**src/rtl/atqb_pkg.sv**
```systemverilog
// How it works
// - The family byte is matched nibble by nibble, and a zero nibble matches anything.
// - Parameter bits 7-5 are reserved, and the card ignores them.
// - Parameter bit 4 never selects a longer answer; the answer is always standard length.
// - Every slot code in parameter bits 2-0 counts as one slot, so the card answers at once.
// - Bit 3 clear is the idle query; bit 3 set is the wake-up, taken when halted or idle.
// - The four application-data bytes of the answer are zero.
// - The first info byte is 0x91, giving 106 and 212 kbit/s with the same rate both ways.
// - The second info byte is 0x81, and its upper nibble declares a 256-byte frame.
// - The lower nibble of the second info byte is 0001b, for the block transmission protocol.
// - The upper nibble of the third info byte carries the frame waiting time integer.
// - Bits 3-2 of the third info byte are 00b, meaning proprietary application data.
// - Bits 1-0 of the third info byte are 00b, meaning no node or card numbering.
package atqb_pkg;
   localparam logic [7:0] CMD_REQ = 8'h05;
   localparam logic [7:0] RSP_CODE = 8'h50;
   localparam logic [7:0] INFO1 = 8'h91;
   localparam logic [7:0] INFO2 = 8'h81;
   localparam logic [1:0] INFO3_ADC = 2'h0;
   localparam logic [1:0] INFO3_FO = 2'h0;
   localparam logic [7:0] APP_DATA = 8'h00;
   localparam int PARAM_WAKE_BIT = 3;
   localparam logic [3:0] REQ_LEN = 4'h5;
   localparam logic [3:0] AFI_POS = 4'h1;
   localparam logic [3:0] PARAM_POS = 4'h2;
   localparam logic [3:0] RX_CNT_MAX = 4'hf;
   localparam logic [3:0] RSP_LEN = 4'hc;
   // Card state as seen by this responder
   typedef enum logic [1:0] {
      ST_IDLE = 2'b00,
      ST_READY = 2'b01,
      ST_HALT = 2'b10
   } card_e;
   // One received byte with its framing marks
   typedef struct packed {
      logic valid;
      logic sof;
      logic eof;
      logic crc_ok;
      logic [7:0] data;
   } rx_byte_s;
   // One transmitted byte with its framing marks
   typedef struct packed {
      logic valid;
      logic last;
      logic [7:0] data;
   } tx_byte_s;
endpackage

```
**src/rtl/atqb_rom.sv**
```systemverilog
`timescale 1ns/1ps
`default_nettype none
// Answer byte picked by index, check bytes added by the modem
module atqb_rom (
   input wire logic [3:0] idx,
   input wire logic [31:0] card_id,
   input wire logic [3:0] fwi,
   output logic [7:0] data
);
   always_comb begin
      case (idx)
         4'h0: data = atqb_pkg::RSP_CODE;
         4'h1: data = card_id[31:24];
         4'h2: data = card_id[23:16];
         4'h3: data = card_id[15:8];
         4'h4: data = card_id[7:0];
         4'h5, 4'h6, 4'h7, 4'h8: data = atqb_pkg::APP_DATA;
         4'h9: data = atqb_pkg::INFO1;
         4'ha: data = atqb_pkg::INFO2;
         4'hb: data = {fwi, atqb_pkg::INFO3_ADC, atqb_pkg::INFO3_FO};
         default: data = 8'h00;
      endcase
   end
endmodule
`default_nettype wire

```
**src/rtl/atqb_responder.sv**
```systemverilog
`timescale 1ns/1ps
`default_nettype none
// Decodes request frames byte by byte and streams the fixed answer.
// Reply timing and the reader's guard time are the modem's business.
// Check bytes are counted here, not computed; the modem flags them.
// Ready is left only by a halt; later commands belong to other logic.
// Rates, frame size and option bits are fixed, so nothing sets them.
module atqb_responder #(
   parameter logic [7:0] FAMILY = 8'h00
) (
   input wire logic clk,
   input wire logic rst,
   input wire atqb_pkg::rx_byte_s rx,
   input wire logic tx_ready,
   input wire logic [31:0] card_id,
   input wire logic [3:0] fwi,
   input wire logic halt_req,
   output atqb_pkg::tx_byte_s tx,
   output logic busy,
   output logic [1:0] card_state
);
   logic [3:0] rx_cnt_ff, nxt_rx_cnt;
   logic [7:0] afi_ff, nxt_afi;
   logic [7:0] par_ff, nxt_par;
   logic ok_ff, nxt_ok;
   logic send_ff, nxt_send;
   logic [3:0] tx_idx_ff, nxt_tx_idx;
   atqb_pkg::card_e st_ff, nxt_st;
   atqb_pkg::tx_byte_s tx_ff, nxt_tx;
   logic [7:0] rom_data;
   logic accept;
   // Decode and handshake terms
   logic afi_hit;
   logic wake_req;
   logic frame_end;
   logic frame_good;
   logic start;
   logic take_byte;
   logic load_byte;

   // One nibble of the family byte; zero acts as a wildcard
   function automatic logic nib_match(input logic [3:0] a, input logic [3:0] own);
      nib_match = (a == 4'h0) || (a == own);
   endfunction

   // Both nibbles must pass
   function automatic logic afi_match(input logic [7:0] a, input logic [7:0] own);
      logic hi, lo;
      hi = nib_match(a[7:4], own[7:4]);
      lo = nib_match(a[3:0], own[3:0]);
      afi_match = hi && lo;
   endfunction

   // Final answer byte, shared by marking and stopping
   function automatic logic is_last(input logic [3:0] idx);
      is_last = (idx == atqb_pkg::RSP_LEN - 4'h1);
   endfunction

   // Answer table, indexed by the byte count
   atqb_rom u_rom (
      .idx(tx_idx_ff),
      .card_id(card_id),
      .fwi(fwi),
      .data(rom_data)
   );

   // Bits 7-4 and 2-0 of the parameter are never looked at
   always_comb begin
      afi_hit = afi_match(afi_ff, FAMILY);
      wake_req = par_ff[atqb_pkg::PARAM_WAKE_BIT];
      accept = 1'b0;
      if (afi_hit) begin
         // Halted card answers the wake-up form only
         if (st_ff == atqb_pkg::ST_HALT) begin
            accept = wake_req;
         end else begin
            accept = 1'b1;
         end
      end
   end

   // Frame position and opener check
   always_comb begin
      nxt_rx_cnt = rx_cnt_ff;
      nxt_ok = ok_ff;
      if (rx.valid && !send_ff) begin
         // A start byte always restarts the count
         if (rx.sof) begin
            nxt_rx_cnt = 4'h1;
            nxt_ok = (rx.data == atqb_pkg::CMD_REQ);
         end else if (rx_cnt_ff != 4'h0) begin
            nxt_rx_cnt = rx_cnt_ff + 4'h1;
            if (rx_cnt_ff == atqb_pkg::RX_CNT_MAX) begin
               nxt_ok = 1'b0; // Overlong, never a request
            end
         end
         // End mark closes the frame whatever its length
         if (rx.eof) begin
            nxt_rx_cnt = 4'h0;
         end
      end
   end

   // Family and parameter bytes at fixed positions
   // Bytes that arrive during an answer are dropped, not queued
   always_comb begin
      nxt_afi = afi_ff;
      nxt_par = par_ff;
      if (rx.valid && !send_ff && !rx.sof) begin
         case (rx_cnt_ff)
            atqb_pkg::AFI_POS: begin
               nxt_afi = rx.data;
            end
            atqb_pkg::PARAM_POS: begin
               nxt_par = rx.data;
            end
            default: begin
               nxt_par = par_ff;
            end
         endcase
      end
   end

   // Frame position registers
   always_ff @(posedge clk) begin
      if (rst) begin
         rx_cnt_ff <= 4'h0;
         ok_ff <= 1'b0;
      end else begin
         rx_cnt_ff <= nxt_rx_cnt;
         ok_ff <= nxt_ok;
      end
   end

   // Request field registers
   always_ff @(posedge clk) begin
      if (rst) begin
         afi_ff <= 8'h00;
         par_ff <= 8'h00;
      end else begin
         afi_ff <= nxt_afi;
         par_ff <= nxt_par;
      end
   end

   // Frame end and verdict; a bad check or a short frame leaves no trace
   // Length includes the final byte, not yet in the counter
   always_comb begin
      frame_end = rx.valid && rx.eof && !send_ff;
      frame_good = ok_ff && rx.crc_ok && (rx_cnt_ff + 4'h1 == atqb_pkg::REQ_LEN);
      start = frame_end && frame_good && accept && !halt_req;
   end

   // Modem handshake, at most one byte in flight
   always_comb begin
      take_byte = tx_ff.valid && tx_ready;
      load_byte = send_ff && (!tx_ff.valid || tx_ready);
   end

   // Card state; halt is taken at once, even mid-answer
   always_comb begin
      nxt_st = st_ff;
      if (halt_req) begin
         nxt_st = atqb_pkg::ST_HALT;
      end else if (start) begin
         nxt_st = atqb_pkg::ST_READY;
      end
   end

   // Card state register
   always_ff @(posedge clk) begin
      if (rst) begin
         st_ff <= atqb_pkg::ST_IDLE;
      end else begin
         st_ff <= nxt_st;
      end
   end

   // Answer sequencing; an answer once started always runs to its end
   always_comb begin
      nxt_send = send_ff;
      nxt_tx_idx = tx_idx_ff;
      nxt_tx = tx_ff;
      // Byte taken by the modem
      if (take_byte) begin
         nxt_tx.valid = 1'b0;
      end
      // Frame accepted; first byte is loaded next cycle and shows on tx the cycle after
      if (start) begin
         nxt_send = 1'b1;
         nxt_tx_idx = 4'h0;
      end
      // Next byte loaded in the cycle the modem takes the previous one, or at once if none is waiting
      if (load_byte) begin
         nxt_tx.valid = 1'b1;
         nxt_tx.data = rom_data;
         nxt_tx.last = is_last(tx_idx_ff);
         nxt_tx_idx = tx_idx_ff + 4'h1;
         if (is_last(tx_idx_ff)) begin
            nxt_send = 1'b0;
         end
      end
   end

   // Answer registers
   always_ff @(posedge clk) begin
      if (rst) begin
         send_ff <= 1'b0;
         tx_idx_ff <= 4'h0;
         tx_ff <= '0;
      end else begin
         send_ff <= nxt_send;
         tx_idx_ff <= nxt_tx_idx;
         tx_ff <= nxt_tx;
      end
   end

   // Outputs come straight from registers
   assign tx = tx_ff;
   assign busy = send_ff;
   assign card_state = st_ff;
endmodule
`default_nettype wire

```
**config.mk**
```make
export PLATFORM = sky130hd
export DESIGN_NAME = atqb_responder
export DESIGN_NICKNAME = d
export VERILOG_FILES = /design/src/rtl/atqb_pkg.sv /design/src/rtl/atqb_rom.sv /design/src/rtl/atqb_responder.sv
export SDC_FILE = /design/constraint.sdc
export NUM_CORES = 1
export LEC_CHECK = 0
export ABC_CLOCK_PERIOD_IN_PS = 1600
export BUFFER_PORTS_ARGS = -buffer_cell sky130_fd_sc_hd__buf_2
export CAP_MARGIN = 30
export CORE_AREA = 10 10 76 78
export CTS_CLUSTER_DIAMETER = 40
export DETAILED_ROUTE_END_ITERATION = 16
export DIE_AREA = 0 0 86 88
export GPL_TIMING_DRIVEN = 0
export PLACE_DENSITY = 0.74
export SLEW_MARGIN = 30
export SYNTH_ARGS = -nofsm -noshare
export SYNTH_HDL_FRONTEND = slang
export SYNTH_HIERARCHICAL = 1
export SYNTH_SLANG_ARGS = --single-unit
```
**constraint.sdc**
```tcl
create_clock -name clk -period 1.6 [get_ports clk]
set_clock_uncertainty 0.1 [all_clocks]
set_input_delay 0.08 -clock clk [delete_from_list [all_inputs] [get_ports clk]]
set_output_delay 0.08 -clock clk [all_outputs]
set_load 0.01 [all_outputs]
```
After elaboration in Yosys (flattened, before gate mapping)
Index checks and enable logic that the tools add are counted.
{"block": "totals", "reg_bits": 34, "input_bits": 52, "out_inout_bits": 13}
{"block": "classes", "addsub": 2, "eq_ne": 13, "muxes": 18, "reduce_logical": 32}
{"cell": "8-bit one-hot mux with 8 select lines", "n": 1}
{"cell": "4-bit 2-to-1 mux", "n": 5}
{"cell": "4-bit == test, second input constant", "n": 4}
{"cell": "4-bit by 2-bit == test with 1-bit output, second input constant", "n": 3}
{"cell": "1-bit logical AND", "n": 12}
{"cell": "4-bit zero test", "n": 3}
{"cell": "10-bit 2-to-1 mux", "n": 1}
{"cell": "2-bit nonzero test", "n": 5}
{"cell": "1-bit 2-to-1 mux", "n": 9}
{"cell": "4-bit by 1-bit adder with 4-bit output, second input constant", "n": 2}
{"cell": "4-bit by 1-bit == test with 1-bit output, second input constant", "n": 2}
{"cell": "4-bit by 3-bit == test with 1-bit output, second input constant", "n": 2}
{"cell": "8-bit by 3-bit == test with 1-bit output, second input constant", "n": 1}
{"cell": "2-bit AND reduction", "n": 3}
{"cell": "1-bit zero test", "n": 4}
{"cell": "2-bit 2-to-1 mux", "n": 2}
{"cell": "4-bit nonzero test", "n": 1}
{"cell": "3-bit AND reduction", "n": 1}
{"cell": "3-bit nonzero test", "n": 1}
{"cell": "2-bit == test, second input constant", "n": 1}
{"cell": "2-bit OR reduction", "n": 1}
{"cell": "1-bit logical OR", "n": 1}

Logic depth before layout (Yosys ltp)
Gate-level depths: netlist of run 1.
{"block": "logic_depth", "word_depth": 9, "ltp_mapped": 7, "mapped_depth_nobuf": 6}

Modules after synthesis
Netlist of run 1, hierarchy kept.
{"module": "atqb_responder", "instances": 1, "cells_each": 154, "area_per_inst_um2": 1423.9, "seq_area_each_um2": 620.6}
{"module": "atqb_rom", "instances": 1, "cells_each": 59, "area_per_inst_um2": 440.4, "seq_area_each_um2": 0.0}

Least setup slack after synthesis of run 1
OpenSTA, ideal clock, no wires.
{"block": "synth_path", "kind": "register to register", "startpoint": "reg rx_cnt_ff[0]", "endpoint": "reg rx_cnt_ff[0]", "arrival_time_ps": 1381, "path_slack_ps": 59, "path_stages_with_launch": 6, "path_buffers": 0, "path_cell_list": "dfxtp_1 -> inv_1 -> ha_1 -> or4b_1 -> a31oi_1 -> o221a_1"}
{"block": "synth_between", "elab_chain_len": 4, "elab_cells_between_ends": 7, "cone_classes": "add/sub: 1; mux: 3; reduce/logical: 3"}
{"item": "start: declaration", "line": "atqb_responder.sv:22", "source": "logic [3:0] rx_cnt_ff, nxt_rx_cnt;"}
{"item": "start signal: assignment", "line": "atqb_responder.sv:130", "source": "rx_cnt_ff <= nxt_rx_cnt;"}
{"item": "4-bit by 1-bit adder with 4-bit output", "line": "atqb_responder.sv:92", "source": "nxt_rx_cnt = rx_cnt_ff + 4'h1;"}
{"item": "4-bit 2-to-1 mux", "line": "atqb_responder.sv:91", "source": "end else if (rx_cnt_ff != 4'h0) begin"}
{"item": "4-bit 2-to-1 mux", "line": "atqb_responder.sv:88", "source": "if (rx.sof) begin"}
{"item": "4-bit 2-to-1 mux", "line": "atqb_responder.sv:98", "source": "if (rx.eof) begin"}
Several ways; a longest one is shown, not always the timed one. The select of a mux whose other input is x is not followed.
A chain may end at the register's enable or synchronous reset.

Final worst setup path of run 1
{"block": "layout_path", "startpoint": "reg rx_cnt_ff[0]", "endpoint": "reg rx_cnt_ff[1]"}
The elaborated chain is that of the path after synthesis.

==> flow_summary.rst, run 1 <==
.. list-table::
   :header-rows: 1

   * - Metric
     - Value
   * - Run status
     - finished, violations left
   * - Violations in the final reports
     - negative setup slack
   * - Routed via count
     - 1867
   * - Global Route Usage Sum
     - between 10% and 20%
   * - Switch Pwr
     - 361 µW
   * - Root Buffer Master
     - clkbuf_8
   * - Worst hold-check slack
     - just under 0.08 ns
   * - Seq/Total Area, Yosys
     - 33.3%
   * - Routed length per placed instance
     - 15.1 µm
   * - RSZ-0062 raised after global routing
     - yes
   * - Sum of buffers and inverters on the critical path
     - 1
   * - Area added between synthesis and finish
     - 37.4%
   * - Dominant cell type by area after synthesis
     - dfxtp_1
   * - Cells after DPL
     - 328
   * - Internal
     - between 1 and 1.5 mW
   * - Final instance area
     - roughly 2600 µm²
   * - Number of nets produced by synthesis
     - 270
   * - Max-cap check violation count
     - 0
   * - Clock power share
     - 36.7%
   * - Worst relative slew slack
     - around two thirds
   * - Drt first pass iters
     - 4
   * - Power per unit of standard cell area
     - approximately 600 nW/µm²
   * - Worst endpoint data arrival time
     - roughly 1.7 ns
   * - Synthesized-area fraction occupied by and/or/nand/nor cells
     - around a quarter
   * - Number of cells on the critical path
     - 6
   * - VDD IR-drop max
     - 0.404 mV
   * - Crit path launch
     - rx_cnt_ff[0]
   * - Vias in the first global route
     - ~1900
   * - Inserted Diodes
     - 0
   * - Leakage power summed over all cells
     - around 1.1 nW
   * - Critical path type
     - reg2reg
   * - Routability-driven placement congestion ratio
     - about 0.85
   * - Actual slew at the worst max-slew pin
     - between 0.4 and 0.5 ns
   * - Global-route wire length before repair
     - ~8300 µm
   * - Register-to-Register Path Depth
     - 6
   * - Final hold violations
     - 0
   * - Initial core utilization
     - between 40% and 50%
   * - Std-Cell Rows
     - 24
   * - Post-synthesis average cell area
     - about 8.8 µm²
   * - Maximum fanout along the worst path
     - 6
   * - Most frequent cells after synthesis
     - 31 x dfxtp_1, 20 x nand2_1, 20 x nor2_1
   * - Yosys reg bits
     - 31
   * - Period utilization
     - 101%
   * - Placed standard-cell area
     - roughly 2200 µm²
   * - Min cycle time layout
     - between 1.5 and 2 ns
   * - Post-route ant nets
     - 0
   * - Startpoint kind of the worst setup timing path
     - flip-flop
   * - Share of synthesized area spent on multiplexers
     - under 10%
   * - Combinational family with the most area after synthesis
     - simple AND/OR/NAND/NOR gates
   * - Max Transition Viols Final
     - 0
   * - Sequential fraction of design power
     - 50.9%
   * - Core region area
     - ~4300 µm²
   * - Top_reg_cell synth
     - dfxtp_1
   * - Last element of the critical path
     - rx_cnt_ff[1]
   * - Sinks on the clock net
     - 31
   * - Worst setup slack for register-to-register paths
     - -0.02 ns
   * - Chain of cells forming the critical path
     - inv_2, ha_4, or4b_4, o21ai_0, a32oi_1, nor2_1
   * - CTS Buffer Depth
     - 2
   * - Setup crit end kind
     - flip-flop
   * - Final Worst Setup Slack
     - -0.0155 ns
   * - Remaining routing DRC violations
     - 0
   * - Final HPWL from detailed placement
     - around 4000 µm
   * - Initial antenna violation count
     - 0
   * - H-tree Lvls
     - 2
   * - Die X
     - around 86 µm
   * - Number of setup violations in the final report
     - 2
   * - Synth Area in XOR/XNOR
     - approximately 1.3%
   * - Drt initial violations
     - 100
   * - Total CTS buffers
     - 5
   * - Worst slack at placement
     - -0.176 ns
   * - Fmax
     - a little over 600 MHz
   * - Number of different library cells in the post-synthesis netlist
     - 57
   * - Synth Area in Adders
     - under 10%
   * - Destination of the worst register-to-register timing path
     - rx_cnt_ff[1]
   * - Switching part of the total power
     - between 20% and 30%
   * - Port-buffer cells
     - between 60 and 70
   * - Die ar.
     - ~7600 µm²
   * - DRT Wirelength
     - around 5300 µm
   * - Required time at the worst-slack endpoint
     - roughly 1.7 ns
   * - Synth top area cells
     - dfxtp_1 33%, mux2i_1 7.0%, a21oi_1 4.0%
   * - Clock input transition at the sequential cells of the worst setup and hold paths
     - around 0.06 ns
   * - Part of the power in combinational logic
     - about an eighth
   * - Number of enable-type register cells in the synthesized netlist
     - 0
   * - Total number of yosys warnings
     - 6
   * - Critical path's largest stage delay
     - around 0.48 ns
   * - Number of standard cells in the final layout excluding fillers
     - between 300 and 400
   * - Class of the tightest hold or removal check
     - in2reg
   * - Fraction of the mapped netlist area in compound gates
     - 20.7%
   * - Overall die height
     - about 88 µm
   * - Share of flip-flops with an asynchronous set or reset after synthesis
     - 0%
   * - Most repeated cell in the gate-level netlist after synthesis
     - dfxtp_1
   * - Top-area cell type share of the netlist area
     - ~33%
   * - Worst skew pair latency
     - 0.28 ns
   * - Count of filler cells inserted in the layout
     - between 300 and 400
   * - Beginning of the worst register-to-register path
     - rx_cnt_ff[0]
   * - Net count of the finished layout
     - between 300 and 400
   * - TritonCTS clock tree
     - built
   * - Largest net degree at the start of global routing
     - 12
   * - Total gr overflow
     - 0
   * - Detail-routed via count per cell
     - about 5.3
   * - Share of final-layout standard cells stronger than drive strength 1
     - around two fifths
   * - Worst-path cell with the longest stage delay
     - or4b_4
   * - Final Total Pwr
     - between 1.5 and 2 mW
   * - Summed instance area of the synthesized netlist
     - 1860 µm²
   * - Cell type group with the largest total delay on the critical path
     - simple AND/OR/NAND/NOR gates
   * - Gate Count Post-Synth
     - between 200 and 250
   * - Boundary Pins
     - 65
==> stage by stage <==
stage	utilization [%]	TNS [ns]
after floorplan	-	0
after global placement	52.3	-0.594
after detailed placement	52.3	-1.09
after CTS	57.8	-0.00153
after global routing	59.6	-0.703
final	59.6	-0.0207
==> tightest hold or removal path: stages <==
cell	delay (ns)
buf_2	0.07
nand2b_1	0.17
a21oi_1	0.09
==> placed cells by master, fill, tap and decap left out, drive strengths merged, types with 4 or more instances in the layout <==
cell / n
a21oi: 15
a22oi: 6
buf: 74
clkbuf: 11
dfxtp: 31
dlygate4sd3: 9
ha: 5
inv: 10
mux2i: 13
nand2: 20
nand2b: 5
nand3: 10
nor2: 20
nor3: 4
nor4b: 4
o21ai: 6
o22ai: 4
==> power groups by stage <==
stage	logic, mW	registers [mW]	clock network (mW)
detailed placement	0.155	0.804	0
global route	0.210	0.786	0.622
global placement	0.153	0.803	0
CTS	0.180	0.787	0.586
floorplan	0.0700	0.803	0
finish	0.192	0.786	0.567
==> metal layers <==
metal / wire, µm / vias to the layer above / GRT usage, %
met1: 2140 / 850 / 13.8
met2: 2590 / 65 / 23.5
met5: 0 / - / 0
li1: - / 947 / -
met3: 511 / 5 / 5.57
met4: 35 / 0 / 3.14
==> final cells by class <==
class                   count  area (µm²)  share of cell area (%)
multi-input cells         161        1220                    47.7
flip-flops and latches     31         634                    24.8
repair buffers             77         445                    17.4
clock buffers               7        76.3                    2.98
plain buffers              10        76.3                    2.98
well taps                  52        65.1                    2.54
inverters                  10        37.5                    1.47
clock inverters             1        5.00                   0.195
==> cells by family (layout without fill, tap and decap cells) <==
family	Yosys count	after routing
AOI/OAI and AO/OA	55	55
xor gates and xnor gates	2	2
adders and majority gates	5	5
buffers and inverters	21	105
DFF	31	31
muxes	15	15
and+or+nand+nor	84	84
==> registers in the layout, summed over array words and instances (netlist names) <==
register	flops
afi_ff	8
busy	1
card_state	2
ok_ff	1
par_ff	1
rx_cnt_ff	4
tx	10
tx_idx_ff	4
==> worst min-delay path by stage <==
stage,start,to,slack (ns),cells past startpoint
6_report,tx_ready,tx[9],0.08,3
5_1_grt,tx_ready,tx[9],0.12,3
4_1_cts,tx_ready,tx[9],0.08,3
3_5_place_dp,rx[2],afi_ff[2],0.24,3
3_3_place_gp,rx[2],afi_ff[2],0.22,3
2_1_floorplan,halt_req,card_state[1],0.1,1
==> timing repair <==
action / CTS / global route
pin swaps: 4 / 3
buffers inserted: 1 / 5
endpoints found under the setup margin: 11 / 23
gates resized for setup: 15 / 14
hold buffers: 9 / 0
endpoints found under the hold margin: 10 / 0
Power figures use the tool's default switching activity.
==> run 2, diff against run 1 <==
--- a/config.mk
+++ b/config.mk
@@ -8,13 +8,12 @@
 export ABC_CLOCK_PERIOD_IN_PS = 1600
 export BUFFER_PORTS_ARGS = -buffer_cell sky130_fd_sc_hd__buf_2
 export CAP_MARGIN = 30
-export CORE_AREA = 10 10 76 78
+export CORE_AREA = 10 10 98 100
 export CTS_CLUSTER_DIAMETER = 40
 export DETAILED_ROUTE_END_ITERATION = 16
-export DIE_AREA = 0 0 86 88
+export DIE_AREA = 0 0 108 110
 export GPL_TIMING_DRIVEN = 0
-export PLACE_DENSITY = 0.74
-export SLEW_MARGIN = 30
+export SLEW_MARGIN = 40
 export SYNTH_ARGS = -nofsm -noshare
 export SYNTH_HDL_FRONTEND = slang
 export SYNTH_HIERARCHICAL = 1
==> flow_summary.rst, run 2 (synthesis gave the netlist of run 1 again) <==
.. list-table::
   :header-rows: 1

   * - Metric
     - Value
   * - Critical path type
     - reg2reg
   * - VDD IR-drop max
     - 0.422 mV (+4.3%)
   * - Share of final-layout standard cells stronger than drive strength 1
     - 38.2% (+0.13 points)
   * - DRT Wirelength
     - 5750 µm (+9.0%)
   * - Remaining routing DRC violations
     - 0 (unchanged)
   * - H-tree Lvls
     - 2 (unchanged)
   * - Global-route wire length before repair
     - 9270 µm (+11%)
   * - Required time at the worst-slack endpoint
     - 1.72 ns (+0.02 ns)
   * - Port-buffer cells
     - 63 (unchanged)
   * - RSZ-0062 raised after global routing
     - yes
   * - Routability-driven placement congestion ratio
     - 0.808 (-4.9%)
   * - Final Total Pwr
     - 1.57 mW (+1.9%)
   * - Footprint of the multi-input gates
     - 1230 µm² (+0.72%)
   * - Post-route ant nets
     - 0 (unchanged)
   * - Inserted Diodes
     - 0 (unchanged)
   * - Root Buffer Master
     - clkbuf_8
   * - Overall die height
     - 110 µm (+25%)
   * - Cells after DPL
     - 378 (+15%)
   * - Run status
     - completed
   * - Placed standard-cell area
     - 2310 µm² (+2.8%)
   * - Critical path's largest stage delay
     - 0.46 ns (-0.02 ns)
   * - Worst-path cell with the longest stage delay
     - or4b_4
   * - Boundary Pins
     - 65 (unchanged)
   * - Setup crit end kind
     - flip-flop
   * - Startpoint kind of the worst setup timing path
     - flip-flop
   * - Worst hold-check slack
     - 0.0803 ns (+0.00351 ns)
   * - Final instance area
     - 2650 µm² (+3.5%)
   * - Power per unit of standard cell area
     - 594 nW/µm² (-1.5%)
   * - Final hold violations
     - 0 (unchanged)
   * - Maximum fanout along the worst path
     - 6 (unchanged)
   * - Most used cells in the layout excluding fill and tap cells
     - 64 x buf_2, 24 x dfxtp_1, 20 x nand2_1, 20 x nor2_1, 15 x a21oi_1
   * - Initial core utilization
     - 24.4% (-19 points)
   * - Leading cell type in the layout, fill and taps excluded
     - buf_2
   * - Worst endpoint data arrival time
     - 1.72 ns (about the same)
   * - Routed length per placed instance
     - 14.4 µm (-4.4%)
   * - Min cycle time layout
     - 1.59 ns (-0.0206 ns)
   * - Routed via count
     - 1889 (+1.2%)
   * - Detail-routed via count per cell
     - 4.75 (-11%)
   * - Number of standard cells in the final layout excluding fillers
     - 398 (+14%)
   * - Metal3 WL
     - 579 µm (+13%)
   * - Actual slew at the worst max-slew pin
     - 0.498 ns (+0.000466 ns)
   * - Std-Cell Rows
     - 32 (+33%)
   * - Class of the tightest hold or removal check
     - in2reg
   * - Period utilization
     - 99.7% (-1.3 points)
   * - Max-cap check violation count
     - 0 (unchanged)
   * - Clock input transition at the sequential cells of the worst setup and hold paths
     - 0.07 ns (about the same)
   * - Die ar.
     - 11900 µm² (+57%)
   * - Worst skew pair latency
     - 0.29 ns (about the same)
   * - Largest register FFs
     - 10 (unchanged)
   * - Met2 wire len
     - 2440 µm (-5.8%)
   * - Leakage power summed over all cells
     - 1.12 nW (about the same)
   * - Sinks on the clock net
     - 31 (unchanged)
   * - Largest net degree at the start of global routing
     - 12 (unchanged)
   * - Core region area
     - 7650 µm² (+78%)
   * - CTS Buffer Depth
     - 2 (unchanged)
   * - Setup TNS
     - 0 ns (+0.0207 ns)
   * - Area added between synthesis and finish
     - 42.1%
   * - Fmax
     - 627 MHz (+1.3%)
   * - Chain of cells forming the critical path
     - inv_4, ha_4, or4b_4, a31oi_1, o221a_1
   * - Max Transition Viols Final
     - 0 (unchanged)
   * - Vias in the first global route
     - 1832 (-2.2%)
   * - Highest metal layer with signal wires
     - met4
   * - Drt initial violations
     - 60 (-40%)
   * - Die X
     - 108 µm (+26%)
   * - Final HPWL from detailed placement
     - 4300 µm (+7.9%)
   * - Net count of the finished layout
     - 352 (-0.28%)
   * - Total CTS buffers
     - 5 (unchanged)
   * - Drt first pass iters
     - 5 (+1)
   * - Global Route Usage Sum
     - 9.46% (-3.6 points)
   * - Register cell area after layout
     - 647 µm² (+2.0%)
   * - Total gr overflow
     - 0 (unchanged)
   * - Met1 Routed Length
     - 2690 µm (+26%)
   * - Initial antenna violation count
     - 0 (unchanged)
   * - Count of filler cells inserted in the layout
     - 807 (+110%)
   * - Number of setup violations in the final report
     - 0 (-2)
   * - TritonCTS clock tree
     - built
   * - Worst relative slew slack
     - 66.8% (about the same)
run 2: cell types whose count changed in the layout (fill, tap and decap cells not counted), sizes merged:
cell,before,now
clkinv,1,3
buf,74,73
clkbuf,11,9
run 2: where the power goes:
part	internal [mW]	total (mW)	switching (mW)	leakage [nW]
clock network	0.297	0.605	0.307	0.0477
registers	0.769	0.778	0.00943	0.256
logic	0.101	0.192	0.0906	0.816
run 2: worst max-delay path, delay by kind of cell (launching register included):
kind | cells | cell delay [ns]
compound gates | 2 | 0.38
fa+ha+maj | 1 | 0.14
buf+inv | 1 | 0.07
flops | 1 | 0.38
simple gates | 1 | 0.46
run 2: worst paths after layout:
kind | end | cells past startpoint | startpoint | slack, ns
hold / removal | tx[9] | 3 | tx_ready | 0.08
setup reg to reg | rx_cnt_ff[0] | 5 | rx_cnt_ff[0] | 0.005
hold reg to reg | tx[7] | 2 | tx[7] | 0.36
setup / recovery | rx_cnt_ff[0] | 5 | rx_cnt_ff[0] | 0.005
run 2: metal layers:
layer	vias up	track usage, %
met2	76	13.8
met1	865	12.6
met4	0	2.29
met5	-	0
li1	944	-
met3	4	3.95
run 2: cell type report:
type,count,area share [%]
plain buffers,11,3.45
clock buffers,5,2.60
clock inverters,3,0.567
inverters,10,1.61
multi-input cells,161,46.4
flip-flops and latches,31,24.4
well taps,102,4.82
repair buffers,75,16.1
run 2: timing repair:
action	4_1_cts	5_1_grt
cloned	0	0
hold buffers	9	0
pin swaps	4	8
endpoints found under the hold margin	11	0
setup endpoints to repair	12	24
setup buffers	0	3
resized for setup	12	27
run 2: metrics by stage:
step                      util, %  setup WS (ns)
after global placement       30.2         -0.126
after detailed placement     30.2         -0.128
after floorplan                 -         0.0588
after global routing         34.7        -0.0364
after CTS                    33.2        -0.0258
final                        34.7        0.00512
